### config.mk
export PLATFORM = sky130hd
export DESIGN_NAME = slpc_sleep_ctrl
export DESIGN_NICKNAME = d
export VERILOG_FILES = /design/src/hw/slpc_sleep_ctrl.v
export VERILOG_INCLUDE_DIRS = /design/src /design/src/shared
export SDC_FILE = /design/constraint.sdc
export NUM_CORES = 1
export LEC_CHECK = 0
export BUFFER_PORTS_ARGS = -buffer_cell sky130_fd_sc_hd__buf_2
export CAP_MARGIN = 20
export CORE_UTILIZATION = 40
export DETAILED_ROUTE_END_ITERATION = 8
export MAX_ROUTING_LAYER = met4
export PLACE_DENSITY = 0.6
export SYNTH_ARGS = -nofsm -noshare
export SYNTH_HDL_FRONTEND = slang
export SYNTH_SLANG_ARGS = --single-unit
### constraint.sdc
create_clock -name clk -period 6 [get_ports clk]
set_input_delay 0.3 -clock clk [delete_from_list [all_inputs] [get_ports clk]]
set_output_delay 0.3 -clock clk [all_outputs]
set_load 0.1 [all_outputs]
### src/shared/slpc_map.vh
// constants for the sleep-mode controller
`ifndef SLPC_MAP_VH
`define SLPC_MAP_VH
`define SLPC_K_IDLE 3'h0
`define SLPC_K_ADCNR 3'h1
`define SLPC_K_PDOWN 3'h2
`define SLPC_K_PSAVE 3'h3
`define SLPC_K_STBY 3'h6
`define SLPC_CLK_NS 5
`define SLPC_STBY_WAKE_CK 16'h0006
`define SLPC_IRQ_HALT_CK 16'h0004
`define SLPC_CNT_W 16
`define SLPC_CNT_ONE 16'h0001
`define SLPC_CNT_ZERO 16'h0000
`define SLPC_DEF_OSC_START 16'h0006
`endif

### src/hw/slpc_sleep_ctrl.v
// sleep-mode controller: mode decode, clock gating, wake qualification
`timescale 1ns/1ps
`include "slpc_map.vh"
// What this block does
// - decode three-bit field, three codes reserved
// - idle stops core and flash clocks, and timer oscillator unless async timer selected
// - idle wakes on any enabled interrupt
// - idle or adc-quiet starts adc conversion
// - adc-quiet also stops io clock
// - adc-quiet wakes only on listed sources
// - power-down stops oscillator and generated clocks
// - power-down wakes on reset, address, level
// - power-down wake waits fuse-set restart delay
// - power-save keeps async timer when selected
// - power-save wakes on enabled timer2 events
// - standby needs crystal, keeps main oscillator
// - standby resumes six cycles after wake
// - sleep only when arm bit set
// - interrupt wake halts four extra cycles
// - reset during sleep wakes to vector
module slpc_sleep_ctrl (
  input wire clk, // 200 MHz clock
  input wire arst_n, // async reset, active low
  input wire sleep_exec, // core executes sleep instruction, pulse
  input wire sleep_arm_bit, // arm bit from control register
  input wire [2:0] sleep_kind_field, // mode select field
  input wire xtal_selected, // crystal/resonator clock option chosen
  input wire [15:0] osc_start_cycles, // restart delay from clock fuses
  input wire adc_enabled, // adc is enabled
  input wire timer2_async_select, // timer 2 on async clock
  input wire global_irq_en, // global interrupt enable
  input wire irq_pending_any, // any enabled interrupt pending
  input wire adc_done_irq, // adc conversion complete
  input wire ext_irq_line_a, // level interrupt a, pin
  input wire ext_irq_line_b, // level interrupt b, pin
  input wire ext_level_en, // level interrupts enabled
  input wire two_wire_addr_hit, // address match interrupt
  input wire timer2_irq, // timer 2 interrupt (enabled)
  input wire timer2_ovf_ev, // timer 2 overflow event
  input wire timer2_cmp_ev, // timer 2 compare event
  input wire timer2_ovf_ie, // timer 2 overflow enable
  input wire timer2_cmp_ie, // timer 2 compare enable
  input wire store_ready_irq, // program-store or eeprom ready
  input wire wake_reset, // external, watchdog or brown-out reset
  output reg clk_core_en, // core clock enable
  output reg clk_flash_en, // flash clock enable
  output reg clk_io_en, // io clock enable
  output reg clk_adc_en, // adc clock enable
  output reg clk_async_en, // async timer clock enable
  output reg main_osc_en, // main oscillator enable
  output reg timer_osc_en, // timer oscillator enable
  output reg adc_start, // start adc conversion, pulse
  output reg asleep, // controller is in a sleep mode
  output reg reset_vector, // resume at reset vector, pulse
  output reg irq_resume // resume into interrupt routine, pulse
);
  localparam ST_RUN = 4'h1;
  localparam ST_SLEEP = 4'h2;
  localparam ST_WAIT = 4'h4;
  localparam ST_HALT = 4'h8;

  reg [3:0] st_q, st_d;
  reg [2:0] mode_q, mode_d;
  reg [15:0] cnt_q, cnt_d;
  reg by_irq_q, by_irq_d;
  reg rst_q, rst_d;
  reg la_s1_q, la_s2_q, lb_s1_q, lb_s2_q;
  reg wake_irq;
  reg wake_any;
  wire kind_ok;
  wire enter;

  // returns 1 for a usable mode code; reserved codes and crystal-less
  // standby fall through to "no sleep"
  function kind_valid;
    input [2:0] k;
    input xt;
    begin
      case (k)
        `SLPC_K_IDLE, `SLPC_K_ADCNR, `SLPC_K_PDOWN, `SLPC_K_PSAVE:
          kind_valid = 1'b1;
        `SLPC_K_STBY: kind_valid = xt;
        default: kind_valid = 1'b0;
      endcase
    end
  endfunction

  assign kind_ok = kind_valid(sleep_kind_field, xtal_selected);
  // a sleep op seen while asleep or waking must not retrigger adc_start
  assign enter = sleep_exec & sleep_arm_bit & kind_ok &
    (st_q == ST_RUN);

  // level lines come from pins; partner keeps level long enough
  always @(posedge clk or negedge arst_n) begin
    if (!arst_n) begin
      la_s1_q <= 1'b0;
      la_s2_q <= 1'b0;
      lb_s1_q <= 1'b0;
      lb_s2_q <= 1'b0;
    end else begin
      la_s1_q <= ext_irq_line_a;
      la_s2_q <= la_s1_q;
      lb_s1_q <= ext_irq_line_b;
      lb_s2_q <= lb_s1_q;
    end
  end

  always @* begin
    wake_irq = 1'b0;
    case (mode_q)
      `SLPC_K_IDLE: wake_irq = irq_pending_any;
      `SLPC_K_ADCNR: wake_irq = adc_done_irq | two_wire_addr_hit |
        timer2_irq | store_ready_irq |
        (ext_level_en & (la_s2_q | lb_s2_q));
      `SLPC_K_PSAVE: wake_irq = two_wire_addr_hit |
        (ext_level_en & (la_s2_q | lb_s2_q)) |
        (timer2_async_select & global_irq_en &
        ((timer2_ovf_ev & timer2_ovf_ie) |
        (timer2_cmp_ev & timer2_cmp_ie)));
      default: wake_irq = two_wire_addr_hit |
        (ext_level_en & (la_s2_q | lb_s2_q));
    endcase
    wake_any = wake_irq | wake_reset;
  end

  always @* begin
    st_d = st_q;
    mode_d = mode_q;
    cnt_d = cnt_q;
    by_irq_d = by_irq_q;
    rst_d = 1'b0;
    case (st_q)
      ST_RUN: begin
        if (enter) begin
          st_d = ST_SLEEP;
          mode_d = sleep_kind_field;
        end
      end
      ST_SLEEP: begin
        if (wake_any) begin
          by_irq_d = ~wake_reset;
          case (mode_q)
            `SLPC_K_IDLE, `SLPC_K_ADCNR: begin
              // oscillator never stopped: only the interrupt halt
              cnt_d = `SLPC_IRQ_HALT_CK;
              st_d = ST_HALT;
            end
            `SLPC_K_STBY: begin
              cnt_d = `SLPC_STBY_WAKE_CK;
              st_d = ST_WAIT;
            end
            default: begin
              // zero delay from fuses still costs one cycle
              cnt_d = (osc_start_cycles == `SLPC_CNT_ZERO) ?
                `SLPC_CNT_ONE : osc_start_cycles;
              st_d = ST_WAIT;
            end
          endcase
        end
      end
      ST_WAIT: begin
        cnt_d = cnt_q - `SLPC_CNT_ONE;
        if (cnt_q == `SLPC_CNT_ONE) begin
          if (by_irq_q) begin
            cnt_d = `SLPC_IRQ_HALT_CK;
            st_d = ST_HALT;
          end else begin
            rst_d = 1'b1;
            st_d = ST_RUN;
          end
        end
      end
      ST_HALT: begin
        cnt_d = cnt_q - `SLPC_CNT_ONE;
        if (cnt_q == `SLPC_CNT_ONE) begin
          rst_d = ~by_irq_q;
          st_d = ST_RUN;
        end
      end
      default: st_d = ST_RUN;
    endcase
  end

  always @(posedge clk or negedge arst_n) begin
    if (!arst_n) begin
      st_q <= ST_RUN;
      mode_q <= `SLPC_K_IDLE;
      cnt_q <= `SLPC_CNT_ZERO;
      by_irq_q <= 1'b0;
      rst_q <= 1'b0;
    end else begin
      st_q <= st_d;
      mode_q <= mode_d;
      cnt_q <= cnt_d;
      by_irq_q <= by_irq_d;
      rst_q <= rst_d;
    end
  end

  // clock enables registered so gating never glitches
  always @(posedge clk or negedge arst_n) begin
    if (!arst_n) begin
      clk_core_en <= 1'b1;
      clk_flash_en <= 1'b1;
      clk_io_en <= 1'b1;
      clk_adc_en <= 1'b1;
      clk_async_en <= 1'b1;
      main_osc_en <= 1'b1;
      timer_osc_en <= 1'b1;
      adc_start <= 1'b0;
      asleep <= 1'b0;
      reset_vector <= 1'b0;
      irq_resume <= 1'b0;
    end else begin
      asleep <= (st_d != ST_RUN);
      reset_vector <= rst_d;
      irq_resume <= (st_q == ST_HALT) && (st_d == ST_RUN) && by_irq_q;
      adc_start <= enter & adc_enabled &
        ((sleep_kind_field == `SLPC_K_IDLE) |
        (sleep_kind_field == `SLPC_K_ADCNR));
      // oscillator restarts at wake so it can settle during ST_WAIT
      if (st_d == ST_SLEEP) begin
        clk_core_en <= 1'b0;
        clk_flash_en <= 1'b0;
        clk_io_en <= (mode_d == `SLPC_K_IDLE);
        clk_adc_en <= (mode_d == `SLPC_K_IDLE) |
          (mode_d == `SLPC_K_ADCNR);
        clk_async_en <= (mode_d == `SLPC_K_IDLE) |
          (mode_d == `SLPC_K_ADCNR) |
          ((mode_d == `SLPC_K_PSAVE) & timer2_async_select);
        main_osc_en <= (mode_d == `SLPC_K_IDLE) |
          (mode_d == `SLPC_K_ADCNR) | (mode_d == `SLPC_K_STBY);
        timer_osc_en <= timer2_async_select &
          (mode_d != `SLPC_K_PDOWN) & (mode_d != `SLPC_K_STBY);
      end else begin
        clk_core_en <= (st_d == ST_RUN);
        clk_flash_en <= (st_d == ST_RUN);
        clk_io_en <= 1'b1;
        clk_adc_en <= 1'b1;
        clk_async_en <= 1'b1;
        main_osc_en <= 1'b1;
        timer_osc_en <= 1'b1;
      end
    end
  end
endmodule

# [Word-level counts from Yosys, hierarchy flattened]
# Cells that the tools add are included.
[word_totals] reg_bits=38 latch_bits=0 ram_bits=0 rom_bits=0 inputBits=40 out_inout_bits=11 elab_cells=106 mem_count=0
[classes] addsub=1 mul=0 div=0 n_lt_le_gt_ge=0 n_eq_ne=21 shifts=0 n_mux=27 bitwise_logic=28 n_reduce_logical=11
[ops] operator="$mux 16" count=4
[ops] operator="$pmux 16 s3" count=1
[ops] operator="$pmux 16 s2" count=1
[ops] operator="$mux 4" count=6
[ops] operator="$eq 16x1->1 const B" count=1
[ops] operator="$logic_not 16->1" count=1
[ops] operator="$pmux 4 s4" count=1
[ops] operator="$sub 16x1->16 const B" count=1
[ops] operator="$and 1x1->1" count=13
[ops] operator="$or 1x1->1" count=13
[ops] operator="$eq 3x2->1 const B" count=4
[ops] operator="$eq 3x1->1 const B" count=3
[ops] operator="$eq 3x3->1 const B" count=3
[ops] operator="$logic_not 3->1" count=3
[ops] operator="$mux 1" count=9
[ops] operator="$eq 4x1->1 const B" count=2
[ops] operator="$eq 4x2->1 const B" count=2
[ops] operator="$mux 3" count=2
[ops] operator="$eq 4x3->1 const B" count=1
[ops] operator="$eq 4x4->1 const B" count=1
[ops] operator="$ne 4x1->1 const B" count=1
[ops] operator="$pmux 1 s2" count=2
[ops] operator="$reduce_and 2->1" count=2
[ops] operator="$reduce_or 4->1" count=1
[ops] operator="8 further kinds" count=10

# [Depth between registers and ports, before layout]
# Gate-level depths: netlist of run 1.
[depth] word_depth=11 depth_mapped=8 mapped_depth_nobuf=7

# [Worst setup path after synthesis of run 1]
# OpenSTA, ideal clock, no wires.
[synth_timing] kind="register to register" from="reg st_q[2]" to="reg main_osc_en" setup_ns=0.085 t_arrival_ns=2.040 required_ns=5.915 slack_ns=3.875 stages_incl_launch_ff=8 path_buffers=2 synth_period_minus_slack_ns=2.125 cell_sequence="dfrtp_1 buf_6 or4b_1 buf_2 or3_1 a2111o_1 a21oi_2 o21ai_1"
[synth_via] elab_chain_cells=8 word_cells_on_any_way=19 classes_between="eq/ne (7); mux (8); bitwise (3); reduce/logical (1)"
[synth_lines] element="start: declaration" line="slpc_sleep_ctrl.v:62" text="reg [3:0] st_q, st_d;"
[synth_lines] element="start signal: assignment" line="slpc_sleep_ctrl.v:192" text="st_q <= st_d;"
[synth_lines] element="$eq 4x1->1" line="slpc_sleep_ctrl.v:91, slpc_sleep_ctrl.v:132"
[synth_lines] element="$and 1x1->1" line="slpc_sleep_ctrl.v:90" text="assign enter = sleep_exec & sleep_arm_bit & kind_ok &"
[synth_lines] element="$mux 3" line="slpc_sleep_ctrl.v:134" text="if (enter) begin"
[synth_lines] element="$mux 3" line="slpc_sleep_ctrl.v:132" text="case (st_q)"
[synth_lines] element="$eq 3x1->1 (no line) or $logic_not 3->1 (tied branches)"
[synth_lines] element="$or 1x1->1 (2 in a row)" line="slpc_sleep_ctrl.v:231" text="main_osc_en <= (mode_d == `SLPC_K_IDLE) |"
[synth_lines] element="$mux 1 (*)" line="slpc_sleep_ctrl.v:222" text="if (st_d == ST_SLEEP) begin"
[synth_lines] element="end signal: assignment" line="slpc_sleep_ctrl.v:231"
[synth_lines] element="end: declaration" line="slpc_sleep_ctrl.v:50" text="output reg main_osc_en,"
# Every way passes the cells marked *; elsewhere a longest branch is shown, timed or not.
# A chain may end at the register's enable or synchronous reset.

# [Worst setup path after layout of run 1]
[layout_timing] from="reg cnt_q[3]" to="reg irq_resume"
[layout_via] elab_chain_cells=6 word_cells_on_any_way=7 classes_between="eq/ne (2); mux (3); reduce/logical (2)"
[layout_lines] element="start: declaration" line="slpc_sleep_ctrl.v:64" text="reg [15:0] cnt_q, cnt_d;"
[layout_lines] element="start signal: assignment" line="slpc_sleep_ctrl.v:188" text="cnt_q <= `SLPC_CNT_ZERO;"
[layout_lines] element="start signal: assignment" line="slpc_sleep_ctrl.v:194" text="cnt_q <= cnt_d;"
[layout_lines] element="$eq 16x1->1 (no line) (*)"
[layout_lines] element="$mux 4, on equally long branches" line="slpc_sleep_ctrl.v:175, slpc_sleep_ctrl.v:163"
[layout_lines] element="$pmux 4 s4 (*)" line="slpc_sleep_ctrl.v:132"
[layout_lines] element="named net st_d[0]" line="slpc_sleep_ctrl.v:62"
[layout_lines] element="$eq 4x1->1 (*)" line="slpc_sleep_ctrl.v:217" text="irq_resume <= (st_q == ST_HALT) && (st_d == ST_RUN) && by_irq_q;"
[layout_lines] element="$logic_and 1x1->1 (*) (2 in a row)" line="slpc_sleep_ctrl.v:217"
[layout_lines] element="end signal: assignment" line="slpc_sleep_ctrl.v:217"
[layout_lines] element="end: declaration" line="slpc_sleep_ctrl.v:55" text="output reg irq_resume"
# The timed path passes the listed nets; every way through them passes the cells marked *.

==> metrics.yaml, run 1 <==
grt_pass1_wl_um: 10400
post_cts_buffers: 0
final_nets: 335
synth.most_common_cell: "dfrtp_1"
ys.flop_type: "dfrtp_1"
critPathBufInv: 0
max_freq_mhz: 368
num_vias: 2195
fin_skew_ps: 16.1
hold_path_startpoint: "ext_irq_line_a"
cts_root_buf: "clkbuf_8"
clock_latency_ps: 300
antenna_cells: 0
fillers: 563
power.density_mw_per_mm2: 305
synth_fa_ha_area_share_pct: 1.07
worstPathMaxFanout: 12
die_y_um: 78.5
synth-edff-count: 0
required_ps: 6180
reg2reg_to: "irq_resume"
dr.pass1.iters: 4
htree_levels: 2
switching_share_pct: 39.7
clk_pin_slew_ps: 80
placementRows: 27
hp-class: "primary input to register"
tightestPinTransition_ps: 962
grt_max_degree: 39
track_usage_pct: 22.6
ir_drop_mv: 0.129
period_minus_slack_ps: 2720
routed_wl_um: 6040
cts_buffers: 5
start_util_pct: 42.0
io_buffers: 50
syn_nets: 291
overflow: 0
io_pins: 51
r2r_start: "cnt_q[3]"
finalCritPeriodShare_pct: 45.3
final_hold_viol_count: 0
hpwl_um: 4340
final_core_util_pct: 48.5
synth.area.mux_share_pct: 2.24
holdPathEnd: "la_s1_q"
rsz0062_at_grt: "false"
syn_area_per_cell_um2: 9.40
cp.arrival_ps: 2890
async_reset_ff_share_pct: 100
ys_top_cells_by_count: "31 x dfrtp_1, 18 x nand2_1, 13 x nand3_1"
endpoint_kind: "register"
core_mm2: 0.00557
cp.depth: 5
ant_nets: 0
power.total_uw: 826
synth_cell_types: 58
yosys.area_share.simple_pct: 25.4
synth_top_area_cell: "dfrtp_1"
netlist_area_mm2: 0.00234
synthTopCellsByArea: "dfrtp_1 33%, dfstp_2 7.9%, a311o_1 3.4%"
setup_viol: 0
drt_iter0_markers: 160
combPwrFrac_pct: 31.5
status: "complete, no violations"
antenna_found_initial: 0
slew_headroom_pct: 35.4
cts_resized: 0
clk_path_buf_depth: 2
critPathKind: "register to register"
netlist_instances: 249
die_x_um: 78.5
r2r_cells: 5
yosysSeqAreaShare_pct: 41.0
crit_slowest_cell: "o21ai_1"
routedWlPerCell_um: 16.5
ys_ff_latch: 38
synth-xor-area-share_pct: 2.24
start_kind: "register"
via_per_inst: 6.00
synth_compound_area_share_pct: 23.1
clkPwrFrac_pct: 20.6
yosysWarnings: 0
netSwitchingPower_uw: 328
cts_tree: "done"
cp_top_family: "compound AO/OA/AOI/OAI gates"
hold_depth: 1
p_leak_nw: 1.10
synth_top_family_by_area: "simple AND/OR/NAND/NOR gates"
internal_power_uw: 498
tns_ps: 0
r2r_setup_slack_ps: 3280
cp_cell_sequence: "nor4_4 -> nand3_1 -> o21ai_1 -> o32ai_1 -> and3_1"
hold_buffers: 0
grt_pass1_vias: 2032
design.die.area_mm2: 0.00616
yosysTopAreaCellShare_pct: 33.1
cts_sinks: 38
gp_congestion: 0.839
syn_to_final_growth_pct: 15.6
max_cap_viol_count: 0
drc: 0
maxSlewViolCount: 0
cpPeakStageDelay_ps: 820
layout-drive-gt1-share_pct: 25.5
p_seq_share_pct: 47.9
power by group through the flow:
stage                     clock [mW]  combinational (mW)  sequential (mW)
after detailed placement           0               0.258            0.398
after global routing           0.190               0.294            0.406
after global placement             0               0.257            0.396
after floorplan                    0               0.199            0.384
after CTS                      0.175               0.259            0.394
final                          0.170               0.260            0.396
worst reg2reg max path: cells and delay by family, from the launching register on:
family | cells | cell delay, ps
AOI/OAI and AO/OA | 2 | 1120
and+or+nand+nor | 3 | 1010
DFF | 1 | 460
how the worst max path moves through the flow:
stage,startpoint,end,slack [ps]
2_1_floorplan,st_q[2],main_osc_en,3870
3_3_place_gp,st_q[2],clk_async_en,3470
3_5_place_dp,cnt_q[3],irq_resume,3370
4_1_cts,cnt_q[3],irq_resume,3350
5_1_grt,cnt_q[9],irq_resume,3130
6_report,cnt_q[3],irq_resume,3280
state kept, by name (all words and copies together) (netlist names):
signal	flops
cnt_q	16
st_q	4
mode_q	3
adc_start	1
asleep	1
by_irq_q	1
clk_adc_en	1
clk_async_en	1
clk_flash_en	1
clk_io_en	1
irq_resume	1
la_s1_q	1
la_s2_q	1
lb_s1_q	1
lb_s2_q	1
main_osc_en	1
reset_vector	1
timer_osc_en	1
metrics by stage:
| step | std cells | area (µm²) | hold WS (ps) | setup WS [ps] |
|---|---|---|---|---|
| 2_1_floorplan | 249 | 2340 | 4.41 | 3870 |
| 3_3_place_gp | 357 | 2620 | 332 | 3470 |
| 3_5_place_dp | 357 | 2620 | 343 | 3370 |
| 4_1_cts | 365 | 2700 | 97.6 | 3350 |
| 5_1_grt | 366 | 2710 | 88.0 | 3130 |
| 6_report | 366 | 2710 | 99.2 | 3280 |
logic make-up after synthesis:
family	after synthesis
compound gates	71
xor+xnor	6
fa+ha+maj	2
buf+inv	25
flops	38
mux	5
simple gates	102
layout make-up:
type	count	area [µm²]	area share (%)
well taps	72	90.1	3.33
flip-flops and latches	38	960	35.5
clock inverters	2	10.0	0.370
multi-input cells	186	1270	46.8
repair buffers	53	273	10.1
inverters	9	33.8	1.25
clock buffers	6	72.6	2.68
metal layers:
metal  vias up  routed length, µm  GRT usage (%)
li1       1058                  -              -
met1      1059               2940           31.0
met2        69               2740           33.6
met3         9                261           4.19
met4         0                 92           7.04
met5         -                  0              -
cells in the final DEF (no fill, tap or decap), drive strengths merged, types with 2 or more instances in the layout:
| cell | count |
|---|---|
| and3 | 4 |
| nand4 | 6 |
| nor4b | 2 |
| or4 | 3 |
| nand3b | 4 |
| o21a | 3 |
| nand4b | 3 |
| nor2b | 4 |
| a211o | 3 |
| a31oi | 4 |
| or3 | 5 |
| clkbuf | 7 |
| ha | 2 |
| dfstp | 7 |
| a21oi | 7 |
| inv | 9 |
| a211oi | 6 |
| o32ai | 3 |
| mux2i | 3 |
| nand3 | 13 |
| xnor2 | 3 |
| nand2 | 18 |
| and2 | 3 |
| nand2b | 2 |
| xor2 | 3 |
| a311o | 8 |
| o21ai | 8 |
| dfrtp | 31 |
| nor3 | 12 |
| nor4 | 9 |
| o31ai | 2 |
| clkinv | 2 |
| nor2 | 10 |
| mux2 | 2 |
| o22ai | 5 |
| o211ai | 10 |
| buf | 52 |
| o211a | 2 |
Power figures use the tool's default switching activity.
==> run 2, diff against run 1 <==
- PLACE_DENSITY: 0.6 -> 0.62
- clock period: 6 -> 2.21 ns (I/O delays scaled with it)
==> metrics.yaml, run 2 (synthesized netlist as in run 1, its figures left out) <==
io_pins: 51
dr.pass1.iters: 5
core_mm2: 0.00557
gp_congestion: 0.929
tightestPinTransition_ps: 866
ir_drop_mv: 0.425
worst_hold_slack_ps: 14.6
placementRows: 27
rsz0062_at_grt: "false"
routedWlPerCell_um: 16.9
clock_latency_ps: 300
cts_buffers: 5
hpwl_um: 4930
cp.arrival_ps: 2260
power.density_mw_per_mm2: 863
layout_common_cells: "50 x buf_2, 31 x dfrtp_1, 27 x buf_4, 18 x nand2_1, 13 x nand3_1"
endpoint_kind: "register"
final_nets: 362
grt_pass1_vias: 2289
design.die.area_mm2: 0.00616
cts_root_buf: "clkbuf_8"
clk_path_buf_depth: 2
via_per_inst: 5.92
grt-busiest-layer: "met2"
dpl-instance-area_mm2: 0.00280
num_vias: 2327
track_usage_pct: 24.4
overflow: 0
final_hold_viol_count: 0
grt_util_met3_pct: 3.72
final_common_cell: "buf_2"
fin_area_mm2: 0.00295
fin_skew_ps: 7.00
die_x_um: 78.5
ant_nets: 0
cts_sinks: 38
period_minus_slack_ps: 2080
die_y_um: 78.5
required_ps: 2390
antenna_found_initial: 0
finalCritPeriodShare_pct: 94.3
clk_pin_slew_ps: 80
tns_ps: 0
cts_tree: "done"
critPathKind: "register to register"
post_cts_buffers: 0
top_register: "cnt_q"
io_buffers: 50
largest_register_ffs: 16
drt_iter0_markers: 189
maxSlewViolCount: 0
hp-class: "primary input to register"
antenna_cells: 0
syn_to_final_growth_pct: 26.0
drc: 0
htree_levels: 2
max_freq_mhz: 480
setup_viol: 0
max_cap_viol_count: 0
power.total_mw: 2.55
largest_registers: "cnt_q x16, st_q x4, mode_q x3"
status: "complete, no violations"
slew_headroom_pct: 42.3
grt_use_met1_pct: 32.9
start_util_pct: 42.0
use_met2_pct: 36.9
worstPathMaxFanout: 14
p_leak_nw: 1.24
layout-drive-gt1-share_pct: 31.2
start_kind: "register"
grt_pass1_wl_um: 11400
grt_max_degree: 39
routed_wl_um: 6630
run 2: changes by cell type in the layout (fill, tap and decap cells not counted):
cell           previous run  this run
buf_4                     2        27
clkbuf_4                  1         0
nor4b_1                   1         0
nor4b_2                   1         2
nor3_2                    0         1
bufinv_16                 0         1
dlygate4sd3_1             0         3
nor3_1                   12        11
clkinv_2                  2         0
clkbuf_1                  1         2
run 2: timing repair:
item,CTS,global route
endpoints found under the setup margin,0,5
gates resized for setup,0,2
endpoints found under the hold margin,33,0
hold buffers,3,0
run 2: layout make-up:
type                            instances  area [µm²]
Fill cell                             551        2620
Clock buffer                            7        76.3
Clock inverter                          1        30.0
Tap cell                               72        90.1
Sequential cell                        38         960
Inverter                                9        33.8
Multi-Input combinational cell        186        1280
Timing Repair Buffer                   80         483
run 2: path summary, 6_finish.rpt:
| path | startpoint | to | slack, ps | depth (start not counted) |
|---|---|---|---|---|
| min | adc_enabled | adc_start | 10 | 2 |
| max | mode_q[1] | cnt_q[15] | 130 | 6 |
| max in group asynchronous | arst_n | cnt_q[15] | 1210 | 2 |
| min reg2reg | la_s1_q | la_s2_q | 350 | 0 |
| max reg2reg | mode_q[1] | cnt_q[15] | 130 | 6 |
| min in group asynchronous | arst_n | mode_q[2] | 460 | 2 |
run 2: per-layer routing:
metal,vias up,wire length (µm)
li1,1116,-
met4,0,104
met3,10,388
met5,-,0
met2,72,3030
met1,1129,3110
run 2: where the power goes:
group          internal (mW)  switching [mW]  total, mW
logic                  0.402           0.539      0.941
clock network          0.338           0.261      0.599
registers              0.842           0.165       1.01
total                   1.58           0.965       2.55
run 2: worst max-delay path, cell delays in order, from the launching register on:
cell	delay [ps]
dfrtp_1	430
or4_1	570
o21ai_0	140
o211a_1	200
buf_4	210
nor3_1	80
a311o_1	320
run 2: per-stage QoR:
stage | setup WS (ps) | utilization [%] | cells
after floorplan | 84.8 | - | 249
after CTS | 90.2 | 52.7 | 393
after detailed placement | 131 | 50.3 | 382
final | 127 | 52.9 | 393
after global placement | 167 | 50.3 | 382
after global routing | 42.7 | 52.9 | 393
==> run 3, diff against run 2 <==
- ABC_AREA: default -> 1
- PLACE_DENSITY: 0.62 -> default
==> metrics.yaml, run 3 <==
yosysSeqAreaShare_pct: 39.5
required_ps: 2440
grt-busiest-layer: "met2"
use_met2_pct: 31.8
synth_compound_area_share_pct: 3.55
fillers: 597
r2r_setup_slack_ps: 400
die_y_um: 80.0
maxSlewViolCount: 0
cp_cell_sequence: "nor2_2 -> nand3_2 -> nand2_2 -> nor2_2 -> nand2_1 -> nand2_1 -> nand3_1 -> nand2_1"
max_cap_viol_count: 0
clk_pin_slew_ps: 80
num_vias: 2238
synth-xor-area-share_pct: 2.52
overflow: 0
cp.arrival_ps: 2040
dr.pass1.iters: 4
die_x_um: 80.0
top_register: "cnt_q"
synth_fa_ha_area_share_pct: 1.03
clk_path_buf_depth: 2
syn_area_per_cell_um2: 7.24
start_kind: "register"
endpoint_kind: "register"
gp_congestion: 0.805
clkPwrFrac_pct: 15.6
fin_cells: 465
layout_common_cells: "122 x nand2_1, 50 x buf_2, 42 x nand3_1, 34 x nor2_1, 31 x dfrtp_1"
yosys.area_share.simple_pct: 45.7
cp_top_family: "simple AND/OR/NAND/NOR gates"
via_per_inst: 4.81
hold_path_startpoint: "sleep_kind_field[2]"
grt_use_met1_pct: 26.2
clock_latency_ps: 290
cts_buffers: 5
holdPathEnd: "adc_start"
crit_slowest_cell: "dfstp_2"
switching_share_pct: 48.7
fin_skew_ps: 8.37
synthTopCellsByArea: "dfrtp_1 32%, nand2_1 19%, nand3_1 8.6%"
p_leak_nw: 1.53
final_hold_viol_count: 0
r2r_start: "st_q[0]"
grt_util_met3_pct: 3.31
cts_root_buf: "clkbuf_8"
final_common_cell: "nand2_1"
largest_register_ffs: 16
async_reset_ff_share_pct: 100
antenna_cells: 0
routedWlPerCell_um: 12.1
setup_viol: 0
power.density_mw_per_mm2: 1140
crit_top_cell: "nand2_1"
synth_top_family_by_area: "simple AND/OR/NAND/NOR gates"
synth.area.mux_share_pct: 0
worstPathMaxFanout: 13
syn_to_final_growth_pct: 16.5
yosysWarnings: 0
final_core_util_pct: 48.2
finalCritPeriodShare_pct: 82.0
multi_input_area_mm2: 0.00128
drc: 0
slew_headroom_pct: 42.7
register_area_um2: 960
synth.most_common_cell: "nand2_1"
period_minus_slack_ps: 1810
rsz0062_at_grt: "false"
antenna_found_initial: 0
placementRows: 28
ir_drop_mv: 0.473
ys_ff_latch: 38
yosysTopAreaCellShare_pct: 31.9
final_nets: 431
cts_sinks: 38
design.die.area_mm2: 0.00640
hp-class: "primary input to register"
critPathKind: "register to register"
place_inst: 454
hold_depth: 2
tightestPinTransition_ps: 859
critPathBufInv: 0
status: "complete, no violations"
layout-drive-gt1-share_pct: 26.2
synth_top_area_cell: "dfrtp_1"
htree_levels: 2
max_freq_mhz: 552
cts_tree: "done"
start_util_pct: 41.3
io_buffers: 50
internal_power_mw: 1.66
ys.flop_type: "dfrtp_1"
cpPeakStageDelay_ps: 580
r2r_cells: 8
grt_pass1_wl_um: 9660
core_mm2: 0.00589
netSwitchingPower_mw: 1.58
grt_max_degree: 39
io_pins: 51
netlist_area_mm2: 0.00243
hpwl_um: 4150
synth_cell_types: 33
tns_ps: 0
routed_wl_um: 5630
netlist_instances: 336
combPwrFrac_pct: 49.8
drt_iter0_markers: 121
largest_registers: "cnt_q x16, st_q x4, mode_q x3"
synth-edff-count: 0
ys_top_cells_by_count: "122 x nand2_1, 42 x nand3_1, 34 x nor2_1"
grt_pass1_vias: 2061
p_seq_share_pct: 34.7
track_usage_pct: 20.1
syn_nets: 378
ant_nets: 0
reg2reg_to: "cnt_q[3]"
[run 3: cell count changes in the layout (fill, tap and decap cells not counted), moves of 8 or more]
cell,previous run,this run
a311o_1,8,0
buf_4,27,1
inv_1,9,21
inv_2,0,9
nand2_1,18,122
nand3_1,13,42
nor2_1,10,34
nor2_2,0,8
nor3_1,11,2
o211ai_1,10,1
[run 3: cell type report]
type / count / share of cell area, %
clock inverter: 2 / 0.442
inverter: 30 / 3.97
sequential: 38 / 33.9
multi-input combinational: 260 / 45.3
tap: 75 / 3.31
timing repair buffer: 54 / 10.2
clock buffer: 6 / 2.91
[run 3: worst max path at each step]
stage | startpoint | to | slack (ps) | cells past startpoint
2_1_floorplan | cnt_q[1] | cnt_q[1] | 750 | 10
3_3_place_gp | st_q[0] | cnt_q[3] | 390 | 8
3_5_place_dp | st_q[0] | cnt_q[3] | 410 | 8
4_1_cts | st_q[0] | cnt_q[3] | 390 | 8
5_1_grt | st_q[0] | cnt_q[3] | 260 | 8
6_report | st_q[0] | cnt_q[3] | 400 | 8
[run 3: power by group through the flow]
stage | Sequential, mW | Combinational, mW | Clock (mW)
floorplan | 1.28 | 1.15 | 0
global placement | 1.13 | 1.61 | 0
detailed placement | 1.14 | 1.61 | 0
CTS | 1.12 | 1.62 | 0.516
global route | 1.16 | 1.82 | 0.558
finish | 1.12 | 1.61 | 0.504
[run 3: cells by family (layout without fill, tap and decap cells)]
group / Yosys count / in the layout
AOI/OAI and AO/OA: 13 / 13
xor gates and xnor gates: 7 / 7
adders and majority gates: 2 / 2
buffers and inverters: 38 / 92
DFF: 38 / 38
and+or+nand+nor: 238 / 238
[run 3: per-layer routing]
metal  part of all wire (%)  routed length (µm)  up-vias
met5                      0                   0        -
met3                    4.0                 228        7
li1                       -                   -     1169
met4                    1.3                  73        0
met1                     48                2680     1012
met2                     47                2640       50
[run 3: through the flow]
step / worst slack (ps) / power (mW) / hold slack, ps / area, µm²
final: 398 / 3.24 / 9.24 / 2830
after global routing: 264 / 3.54 / 5.21 / 2830
after CTS: 394 / 3.26 / 0.589 / 2830
after detailed placement: 412 / 2.75 / 221 / 2710
after global placement: 386 / 2.74 / 221 / 2710
after floorplan: 751 / 2.44 / -185 / 2430
[run 3: what timing repair did]
item,in CTS,in global routing
hold buffers,3,0
resized for setup,0,0
endpoints found under the hold margin,33,0
setup buffers,0,0
